===== config.mk =====
export PLATFORM = sky130hd
export DESIGN_NAME = stc_top
export DESIGN_NICKNAME = d
export VERILOG_FILES = /design/src/logic/stc_pkg.sv /design/src/logic/stc_osc.sv /design/src/logic/stc_chan.sv /design/src/logic/stc_top.sv
export SDC_FILE = /design/constraint.sdc
export NUM_CORES = 1
export LEC_CHECK = 0
export BUFFER_PORTS_ARGS = -buffer_cell sky130_fd_sc_hd__buf_2
export CORE_MARGIN = 5
export CORE_UTILIZATION = 38
export CTS_CLUSTER_SIZE = 40
export DETAILED_ROUTE_END_ITERATION = 8
export PLACE_DENSITY = 0.76
export REMOVE_ABC_BUFFERS = 1
export SYNTH_ARGS = -nofsm -noshare
export SYNTH_HDL_FRONTEND = slang
export SYNTH_SLANG_ARGS = --single-unit

===== constraint.sdc =====
create_clock -name core_clk -period 4.6 [get_ports core_clk]
set_input_delay 0.92 -clock core_clk [delete_from_list [all_inputs] [get_ports core_clk]]
set_output_delay 0.92 -clock core_clk [all_outputs]
set_load 0.01 [all_outputs]

===== src/logic/stc_pkg.sv =====
// Shared constants and types for the stepper chopper block
`default_nettype none
package stc_pkg;
  // ----------------------------------------------------------------
  // Register map
  // ----------------------------------------------------------------
  localparam logic [11:0] STC_CTRL_OFS   = 12'h000;
  localparam logic [11:0] STC_OSCDIV_OFS = 12'h004;
  localparam logic [11:0] STC_STATUS_OFS = 12'h008;
  localparam int          STC_CTRL_EN_BIT = 0;
  localparam logic        STC_CTRL_RST    = 1'b1;
  // 25 MHz core clock / 22 gives about 1.14 MHz, near the RC nominal
  localparam logic [7:0]  STC_OSCDIV_RST  = 8'h16;
  // ----------------------------------------------------------------
  // Chopper timing and levels
  // ----------------------------------------------------------------
  localparam logic [3:0]  STC_CHOP_LAST   = 4'hf;
  localparam logic [6:0]  STC_PCT_100     = 7'h64;
  localparam logic [6:0]  STC_PCT_71      = 7'h47;
  localparam logic [6:0]  STC_PCT_38      = 7'h26;
  localparam logic [6:0]  STC_PCT_0       = 7'h00;
  typedef enum logic [1:0] {ST_OFF, ST_CHARGE, ST_SLOW, ST_FAST} stc_state_e;
endpackage : stc_pkg
`default_nettype wire


===== src/logic/stc_osc.sv =====
// Chop oscillator tick generator and divide-by-16 chopping period
`default_nettype none
module stc_osc #(
  parameter int DIV_W = 8
) (
  input  wire logic             core_clk,
  input  wire logic             rst_n,
  input  wire logic             run,
  input  wire logic [DIV_W-1:0] tick_period,
  output logic                  osc_tick,
  output logic                  chop_start
);
  import stc_pkg::*;

  logic [DIV_W-1:0] cnt_q, cnt_d;
  logic [3:0]       phase_q, phase_d;
  logic             tick_q, tick_d;
  logic             chop_q, chop_d;

  always_comb begin
    cnt_d   = cnt_q;
    phase_d = phase_q;
    tick_d  = 1'b0;
    chop_d  = 1'b0;
    if (!run) begin
      // Oscillator stopped in standby
      cnt_d   = '0;
      phase_d = '0;
    end else if (cnt_q + 1'b1 >= tick_period) begin
      cnt_d   = '0;
      tick_d  = 1'b1;
      phase_d = phase_q + 4'h1;
      chop_d  = (phase_q == STC_CHOP_LAST);
    end else begin
      cnt_d = cnt_q + 1'b1;
    end
  end

  always_ff @(posedge core_clk or negedge rst_n) begin
    if (!rst_n) begin
      cnt_q   <= '0;
      phase_q <= '0;
      tick_q  <= 1'b0;
      chop_q  <= 1'b0;
    end else begin
      cnt_q   <= cnt_d;
      phase_q <= phase_d;
      tick_q  <= tick_d;
      chop_q  <= chop_d;
    end
  end

  assign osc_tick   = tick_q;
  assign chop_start = chop_q;
endmodule : stc_osc
`default_nettype wire


===== src/logic/stc_chan.sv =====
// One bridge channel: level decode and chopper state machine
`default_nettype none
module stc_chan (
  input  wire logic        core_clk,
  input  wire logic        rst_n,
  input  wire logic        chop_start,
  input  wire logic        standby_n,
  input  wire logic        drive_en,
  input  wire logic        direction,
  input  wire logic        level_sel0,
  input  wire logic        level_sel1,
  input  wire logic        current_trip,
  input  wire logic        below_mixed,
  output logic             high_side_first,
  output logic             high_side_second,
  output logic             low_side_first,
  output logic             low_side_second,
  output logic [6:0]       level_pct,
  output logic [1:0]       level_code,
  output stc_pkg::stc_state_e state
);
  import stc_pkg::*;

  stc_state_e st_q, st_d;
  logic [3:0] sw_q, sw_d; // hs1 hs2 ls1 ls2
  logic [6:0] pct_q, pct_d;
  logic [1:0] code;
  logic       active;

  assign code   = {level_sel0, level_sel1};
  assign active = standby_n && drive_en && (code != 2'b00);

  always_comb begin
    case (code)
      2'b11:   pct_d = STC_PCT_100;
      2'b10:   pct_d = STC_PCT_71;
      2'b01:   pct_d = STC_PCT_38;
      default: pct_d = STC_PCT_0;
    endcase
    st_d = st_q;
    if (!active) begin
      st_d = ST_OFF;
    end else begin
      case (st_q)
        ST_OFF:    if (chop_start) st_d = ST_CHARGE;
        // Charge overruns the period until the trip fires
        ST_CHARGE: if (current_trip) st_d = ST_FAST;
        // Fast decay overruns the period until the fixed threshold
        ST_FAST:   if (below_mixed) st_d = chop_start ? ST_CHARGE : ST_SLOW;
        default:   if (chop_start) st_d = ST_CHARGE;
      endcase
    end
    // Direction picks which diagonal charges; zero level ignores it
    case (st_d)
      ST_CHARGE: sw_d = direction ? 4'b1001 : 4'b0110;
      ST_SLOW:   sw_d = 4'b0011;
      ST_FAST:   sw_d = direction ? 4'b0110 : 4'b1001;
      default:   sw_d = 4'b0000;
    endcase
  end

  always_ff @(posedge core_clk or negedge rst_n) begin
    if (!rst_n) begin
      st_q  <= ST_OFF;
      sw_q  <= 4'h0;
      pct_q <= STC_PCT_0;
    end else begin
      st_q  <= st_d;
      sw_q  <= sw_d;
      pct_q <= pct_d;
    end
  end

  assign {high_side_first, high_side_second, low_side_first, low_side_second} = sw_q;
  assign level_pct  = pct_q;
  assign level_code = code;
  assign state      = st_q;
endmodule : stc_chan
`default_nettype wire


===== src/logic/stc_top.sv =====
// Two-channel stepper chopper control with APB register slave
// What this block does
// - Each channel maps its two level selects to 100, 71, 38 or 0 percent.
// - Direction high drives the positive output high, low reverses, ignored at zero.
// - Standby low stops the oscillator and turns the bridge off.
// - The chopping period is the oscillator frequency divided by sixteen.
// - Current is held with only charge, slow-decay and fast-decay states.
// - Positive flow charges on first high and second low, slow on both low, fast reversed.
// - Negative flow charges on second high and first low, slow on both low, fast reversed.
// - Charge runs past the period boundary until the current trip fires.
// - The mixed-decay threshold is fixed and cannot be adjusted.
// - Fast decay runs past the period boundary until the mixed threshold is met.
// - The trip level is reference over five over sense resistance, scaled by level.
`default_nettype none
module stc_top (
  input  wire logic        core_clk,
  input  wire logic        rst_n,
  // ----------------------------------------------------------------
  // APB slave
  // ----------------------------------------------------------------
  input  wire logic [11:0] paddr,
  input  wire logic        psel,
  input  wire logic        penable,
  input  wire logic        pwrite,
  input  wire logic [31:0] pwdata,
  output logic [31:0]      prdata,
  output logic             pready,
  output logic             pslverr,
  // ----------------------------------------------------------------
  // Step controller inputs
  // ----------------------------------------------------------------
  input  wire logic        standby_n,
  input  wire logic        chan_a_direction,
  input  wire logic        chan_a_level_sel0,
  input  wire logic        chan_a_level_sel1,
  input  wire logic        chan_b_direction,
  input  wire logic        chan_b_level_sel0,
  input  wire logic        chan_b_level_sel1,
  // Comparator results from the sense front end
  input  wire logic        chan_a_current_trip,
  input  wire logic        chan_a_below_mixed,
  input  wire logic        chan_b_current_trip,
  input  wire logic        chan_b_below_mixed,
  // ----------------------------------------------------------------
  // Bridge drive and reference outputs
  // ----------------------------------------------------------------
  output logic             chan_a_high_side_first,
  output logic             chan_a_high_side_second,
  output logic             chan_a_low_side_first,
  output logic             chan_a_low_side_second,
  output logic             chan_b_high_side_first,
  output logic             chan_b_high_side_second,
  output logic             chan_b_low_side_first,
  output logic             chan_b_low_side_second,
  output logic [6:0]       chan_a_level_pct,
  output logic [6:0]       chan_b_level_pct,
  output logic             chop_oscillator,
  output logic             chop_period_start
);
  import stc_pkg::*;

  // ----------------------------------------------------------------
  // Register state
  // ----------------------------------------------------------------
  logic        drive_en_q, drive_en_d;
  logic [7:0]  osc_div_q, osc_div_d;
  logic [31:0] rdata_q, rdata_d;
  logic        hit;
  logic        wr_acc;
  logic        setup;
  logic [31:0] status;

  // ----------------------------------------------------------------
  // Channel vectors
  // ----------------------------------------------------------------
  logic [1:0]  dir_v, sel0_v, sel1_v, trip_v, mixed_v;
  logic [1:0]  hs1_v, hs2_v, ls1_v, ls2_v;
  logic [6:0]  pct_v [2];
  logic [1:0]  code_v [2];
  stc_state_e  st_v [2];
  logic        chop_start;
  logic        osc_tick;

  assign dir_v   = {chan_b_direction, chan_a_direction};
  assign sel0_v  = {chan_b_level_sel0, chan_a_level_sel0};
  assign sel1_v  = {chan_b_level_sel1, chan_a_level_sel1};
  assign trip_v  = {chan_b_current_trip, chan_a_current_trip};
  assign mixed_v = {chan_b_below_mixed, chan_a_below_mixed};

  // ----------------------------------------------------------------
  // Shared chopping clock
  // ----------------------------------------------------------------
  stc_osc #(
    .DIV_W (8)
  ) u_osc (
    .core_clk    (core_clk),
    .rst_n       (rst_n),
    .run         (standby_n),
    .tick_period (osc_div_q),
    .osc_tick    (osc_tick),
    .chop_start  (chop_start)
  );

  // ----------------------------------------------------------------
  // Independent channel choppers
  // ----------------------------------------------------------------
  // Only chop_start, standby and drive_en_q are common, so one channel's overrun
  // never stretches the other.
  for (genvar c = 0; c < 2; c++) begin : g_chan
    stc_chan u_chan (
      .core_clk         (core_clk),
      .rst_n            (rst_n),
      .chop_start       (chop_start),
      .standby_n        (standby_n),
      .drive_en         (drive_en_q),
      .direction        (dir_v[c]),
      .level_sel0       (sel0_v[c]),
      .level_sel1       (sel1_v[c]),
      .current_trip     (trip_v[c]),
      .below_mixed      (mixed_v[c]),
      .high_side_first  (hs1_v[c]),
      .high_side_second (hs2_v[c]),
      .low_side_first   (ls1_v[c]),
      .low_side_second  (ls2_v[c]),
      .level_pct        (pct_v[c]),
      .level_code       (code_v[c]),
      .state            (st_v[c])
    );
  end

  assign chan_a_high_side_first  = hs1_v[0];
  assign chan_a_high_side_second = hs2_v[0];
  assign chan_a_low_side_first   = ls1_v[0];
  assign chan_a_low_side_second  = ls2_v[0];
  assign chan_b_high_side_first  = hs1_v[1];
  assign chan_b_high_side_second = hs2_v[1];
  assign chan_b_low_side_first   = ls1_v[1];
  assign chan_b_low_side_second  = ls2_v[1];
  // Scaled reference for the sense comparator DAC
  assign chan_a_level_pct        = pct_v[0];
  assign chan_b_level_pct        = pct_v[1];
  assign chop_oscillator         = osc_tick;
  assign chop_period_start       = chop_start;

  // ----------------------------------------------------------------
  // APB decode
  // ----------------------------------------------------------------
  assign setup  = psel && !penable;
  assign wr_acc = psel && penable && pwrite;
  assign status = {22'h0, drive_en_q, standby_n,
                   code_v[1], code_v[0], 2'(st_v[1]), 2'(st_v[0])};

  always_comb begin
    if (paddr == STC_CTRL_OFS) begin
      hit = 1'b1;
    end else if (paddr == STC_OSCDIV_OFS) begin
      hit = 1'b1;
    end else if (paddr == STC_STATUS_OFS) begin
      hit = 1'b1;
    end else begin
      hit = 1'b0;
    end
  end

  always_comb begin
    drive_en_d = drive_en_q;
    osc_div_d  = osc_div_q;
    rdata_d    = rdata_q;
    if (wr_acc && paddr == STC_CTRL_OFS) begin
      drive_en_d = pwdata[STC_CTRL_EN_BIT];
    end else if (wr_acc && paddr == STC_OSCDIV_OFS) begin
      // Zero is stored as one; both values give a tick every core clock
      osc_div_d = (pwdata[7:0] == 8'h00) ? 8'h01 : pwdata[7:0];
    end
    if (setup) begin
      if (paddr == STC_CTRL_OFS) begin
        rdata_d = {31'h0, drive_en_q};
      end else if (paddr == STC_OSCDIV_OFS) begin
        rdata_d = {24'h0, osc_div_q};
      end else if (paddr == STC_STATUS_OFS) begin
        rdata_d = status;
      end else begin
        rdata_d = 32'h0;
      end
    end
  end

  always_ff @(posedge core_clk or negedge rst_n) begin
    if (!rst_n) begin
      drive_en_q <= STC_CTRL_RST;
      osc_div_q  <= STC_OSCDIV_RST;
      rdata_q    <= 32'h0;
    end else begin
      drive_en_q <= drive_en_d;
      osc_div_q  <= osc_div_d;
      rdata_q    <= rdata_d;
    end
  end

  // Zero wait state: read data is latched in the setup cycle
  assign pready  = 1'b1;
  assign pslverr = psel && penable && !hit;
  assign prdata  = rdata_q;
endmodule : stc_top
`default_nettype wire


# Yosys cells after proc, flatten, opt, wreduce, memory -nomap -nowiden
# Cells that the tools add are included.
word_totals:
  output_inout_bits: 58
  inputBits: 60
  regBits: 81
  wordCells: 87
op_classes:
  addsub: 2
  order_cmp: 1
  eq_ne: 20
  reduce_logical: 16
  n_bitwise: 1
  muxes: 34
op_table:
  columns: ["cell", "count"]
  rows:
  - ["$pmux W7 S3", 2]
  - ["$mux W10", 3]
  - ["$mux W4", 6]
  - ["$mux W8", 3]
  - ["$pmux W4 S3", 2]
  - ["$eq A2 B2 Y1 const B", 10]
  - ["$mux W2", 9]
  - ["$eq A12 B3 Y1 const B", 1]
  - ["$eq A12 B4 Y1 const B", 1]
  - ["$eq A2 B1 Y1 const B", 6]
  - ["$logic_not A12 Y1", 1]
  - ["$logic_and A1 B1 Y1", 9]
  - ["$add A8 B1 Y8 const B", 1]
  - ["$ge A8 B8 Y1", 1]
  - ["$logic_not A8 Y1", 1]
  - ["$pmux W2 S2", 2]
  - ["$mux W1", 7]
  - ["$add A4 B1 Y4 const B", 1]
  - ["$eq A4 B4 Y1 const B", 1]
  - ["$reduce_bool A2 Y1", 2]
  - ["$logic_not A1 Y1", 2]
  - ["$ne A2 B1 Y1 const B", 1]
  - ["$reduce_and A2 Y1", 1]
  - ["$not A1 Y1", 1]

# Depth between registers and ports, before layout
depth:
  depth_word: 6
  mapped_depth: 11
  ltp_nobuf: 10

# Cells and area by module
# From an unflattened synthesis, not the netlist that was laid out.
hier_totals:
  hier_cells: 338
  area_unflattened_um2: 3418.3
modules_own_cells:
  columns: ["mod", "area_per_inst_um2", "n_inst", "cells_per_inst", "seq_area_each_um2"]
  rows:
  - ["stc_chan", 654.4, 2, 65, 275.3]
  - ["stc_top", 1271.2, 1, 126, 480.5]
  - ["stc_osc", 838.3, 1, 82, 350.3]

# Least setup slack after synthesis
# Ideal clock, no wire load.
synth_timing:
  path_kind: "input -> output"
  start: "input port paddr[9]"
  end: "output port pslverr"
  path_stages: 4
  required_ps: 3680
  arrival_time_ps: 2122
  slack_ps: 1558
  path_buffers: 0
  path_cell_list: "or4_4 > or2_4 > a21o_2 > and3_1"
synth_via:
  elab_chain_cells: 6
  elab_cells_between_ends: 8
  cone_classes: "eq/ne: 2; mux: 3; reduce/logical: 3"
synth_lines:
  columns: ["element", "line", "source"]
  rows:
  - ["start: declaration", "stc_top.sv:21", "input wire logic [11:0] paddr,"]
  - ["$eq A12 B4 Y1", "stc_top.sv:158", "end else if (paddr == STC_STATUS_OFS) begin"]
  - ["$mux W1", "stc_top.sv:158", null]
  - ["$mux W1", "stc_top.sv:156", "end else if (paddr == STC_OSCDIV_OFS) begin"]
  - ["$mux W1 *", "stc_top.sv:154", "if (paddr == STC_CTRL_OFS) begin"]
  - ["$logic_not A1 Y1 *", "stc_top.sv:202", "assign pslverr = psel && penable && !hit;"]
  - ["$logic_and A1 B1 Y1 *", "stc_top.sv:202", null]
  - ["end: declaration", "stc_top.sv:28", "output logic pslverr,"]
# Mark *: on every way between the ends. The rest lies on a longest branch, timed or not.

# Final worst setup path
# Same ends and word-level chain as after synthesis.

==> impl_metrics.csv <==
group,metric,value,unit
clock_network,postCtsSetupRepairBufs,0,
worst_setup_path,critPathCaptureType,"primary output",
global_route,grt_first_pass_wirelength,10.56,mm
clock_network,cts_tree,"done",
status,status,"completed",
power,power_density,263.1,nW/um^2
yosys,synth_seq_cells,55,
clock_network,worstSkewPairLatency,0.31,ns
clock_network,cts_max_level,2,
worst_setup_path,crit_required,3.68,ns
yosys,syn_area,2922,sq um
cells_and_area,fin_util,44.29,%
clock_network,cts.sinks,55,
placed_design,portBuffers,66,
worst_setup_path,critPathArrivalTime,2.37,ns
drt,drtIter0Drc,118,
drt,drt-met1-wl,2.545,mm
yosys,synth_seq_area_share,47.28,%
cells_and_area,nNetsFinal,433,
cells_and_area,area_delta_synth_final,15.33,%
floorplan,die_w,97.68,microns
clock_network,path_clk_slew,0.09,ns
yosys,synth-warning-count,0,
drt,dr_wl_met3,396,microns
cells_and_area,antenna_cells,0,
power,power.switching,0.2072,mW
timing,slew_violations,0,
clock_network,post_cts_resized,0,
yosys,synth_edf_count,0,
drt,wl,6.324,mm
yosys,synth-async-reset-ratio,100.0,%
drt,viasPerCell,4.758,
drt,highest_layer,"met4",
cells_and_area,design_area,3369,sq um
clock_network,ctsRootBufferMaster,"clkbuf_8",
floorplan,core,7607,sq um
drt,drcViolationCount,0,
global_route,grt_pass1_vias,2210,
timing,clock.fmax,303.5,MHz
timing,rsz0062_at_grt,"false",
power,comb_power_share,9.1,%
placed_design,dp_hpwl,5.018,mm
power,irDropWorstVdd,105.3,uV
clock_network,cts_buffers,5,
yosys,synth_top_cells_by_area,"dfrtp_1 (44%), ha_1 (9.0%), buf_4 (6.9%), dfstp_2 (3.6%), o21ai_0 (3.1%)",
timing,worst_clock_skew,0.004686,ns
worst_setup_path,start_kind,"primary input",
timing,worst_pin_slew,0.9687,ns
floorplan,die_area,9541,sq um
timing,fin_crit,3.295,ns
timing,fin_hold_ws,0.4929,ns
drt,ant_nets,0,
power,finalPower,0.8865,mW
power,switching_share,23.38,%
yosys,synth_top_area_cell,"dfrtp_1",
timing,setup_violations,0,
floorplan,die_y,97.68,microns
global_route,grt_start_max_net_pins,33,
power,internal-power,0.6793,mW
clock_network,hold_buffers,0,
timing,slew_headroom,35.42,%
power,cellLeakagePower,1.744,nW
timing,finalSetupTns,0,ns
worst_setup_path,worstSetupPathType,"primary input to primary output",
global_route,antenna_found_initial,0,
yosys,synth_top_area_share,43.68,%
yosys,synthCells,283,
drt,wl_per_cell,13.93,microns
drt,wl_met2,3.285,mm
yosys,synth_cell_types,48,
cells_and_area,layout-drive-gt1-share,27.84,%
global_route,grt.overflow.total,0,
timing,fin_crit_sh,71.63,%
job,max_cap_viol_count,0,
yosys,yosys_most_used_dff,"dfrtp_1",
power,clockPowerShare,34.9,%
placed_design,place_area,3267,sq um
drt,via_count,2160,
clock_network,clockBufferDepth,2,
worst_setup_path,crit_fanout,4,
floorplan,num_rows,32,
placed_design,gp_congestion,0.7735,
drt,dr.pass1.iters,4,
global_route,track_usage,13.71,%
power,power.share.sequential,55.9,%
floorplan,start_util,38.40,%
yosys,avgSynthCellArea,10.32,sq um
timing,hold_violations,0,
floorplan,ios,118,
hold_path,min_path_type,"flip-flop to flip-flop",
==> kinds of logic after synthesis <==
group | after synthesis | synth area share (%)
adder cells (fa/ha/maj) | 21 | 8.994
AND/OR/NAND/NOR | 86 | 16.49
AO/OA/AOI/OAI | 52 | 11.31
multiplexers | 8 | 3.084
XOR/XNOR | 9 | 2.698
flip-flops | 55 | 47.28
buffers and inverters | 50 | 9.893
other | 2 | 0.2571
==> final timing paths <==
check,start,slack [ns],to,cells after the start
setup / recovery,paddr[9],1.31,pslverr,6
hold / removal,prdata[4],0.49,prdata[4],2
setup reg to reg,u_osc.cnt_q[0],1.67,u_osc.chop_start,10
hold reg to reg,prdata[4],0.49,prdata[4],2
max in group asynchronous,rst_n,3.19,drive_en_q,2
min in group asynchronous,rst_n,0.58,prdata[8],1
==> per-layer routing <==
layer  GRT usage, %  vias up
li1               -     1043
met1          16.21     1056
met2          23.72       53
met3          4.164        8
met4          4.473        0
met5              0        -
==> cells in the mapped netlist (3+ instances only) <==
| library cell | number |
|---|---|
| mux2_2 | 7 |
| dfrtp_1 | 51 |
| a21oi_1 | 9 |
| inv_1 | 20 |
| or3_1 | 3 |
| clkbuf_1 | 3 |
| buf_4 | 27 |
| xnor2_1 | 6 |
| and3_1 | 8 |
| xor2_1 | 3 |
| a22oi_1 | 7 |
| nand2_1 | 24 |
| a21boi_0 | 5 |
| nor2_1 | 20 |
| nor2b_1 | 5 |
| o21ai_0 | 18 |
| ha_1 | 21 |
| dfstp_2 | 4 |
| nand3_1 | 6 |
==> metrics by stage <==
stage	std cells	setup slack (ns)
after floorplan	278	1.558
after global placement	447	1.318
after detailed placement	447	1.307
after CTS	454	1.306
after global routing	454	1.272
final	454	1.305
==> sequential cells by signal, indices dropped and copies added (netlist names) <==
name,count
g_chan.u_chan.sw_q,8
prdata,10
u_osc.cnt_q,8
g_chan.u_chan.level_pct,10
u_osc.chop_start,1
osc_div_q,8
u_osc.osc_tick,1
u_osc.phase_q,4
g_chan.u_chan.state,4
drive_en_q,1
==> critical path, stage by stage <==
cell and delay [ns]:
buf_2 0.10, or4_4 0.55, or2_4 0.30, a21o_2 0.20, and3_1 0.18, buf_2 0.13
==> power groups by stage <==
stage               registers, mW  clock network, mW  logic, mW
floorplan                   0.509                  0     0.0309
global placement            0.505                  0     0.0788
detailed placement          0.505                  0     0.0813
CTS                         0.496              0.318     0.0816
global route                0.497              0.340     0.0925
finish                      0.496              0.310     0.0810
==> final cells by class <==
class                      instances  area, sq um
fill                             744         4238
clock buffer                       6        72.57
sequential                        55         1381
clock inverter                     1        30.03
tap                              102        127.6
inverter                          20        75.07
timing repair buffer              67        337.8
multi-input combinational        203         1345
==> cell usage in the layout, fill, tap and decap left out, types with 3 or more instances in the layout <==
master / n
mux2_2: 7
dfrtp_1: 51
a22oi_1: 7
a21oi_1: 9
nor2b_1: 5
nand2_1: 24
nor2_1: 20
conb_1: 27
nand3_1: 6
ha_1: 21
buf_2: 66
dfstp_2: 4
o21ai_0: 18
a21boi_0: 5
xnor2_1: 6
inv_1: 20
and3_1: 8
clkbuf_8: 5
or3_1: 3
xor2_1: 3
Note: power is estimated with default switching activity, not from simulation.
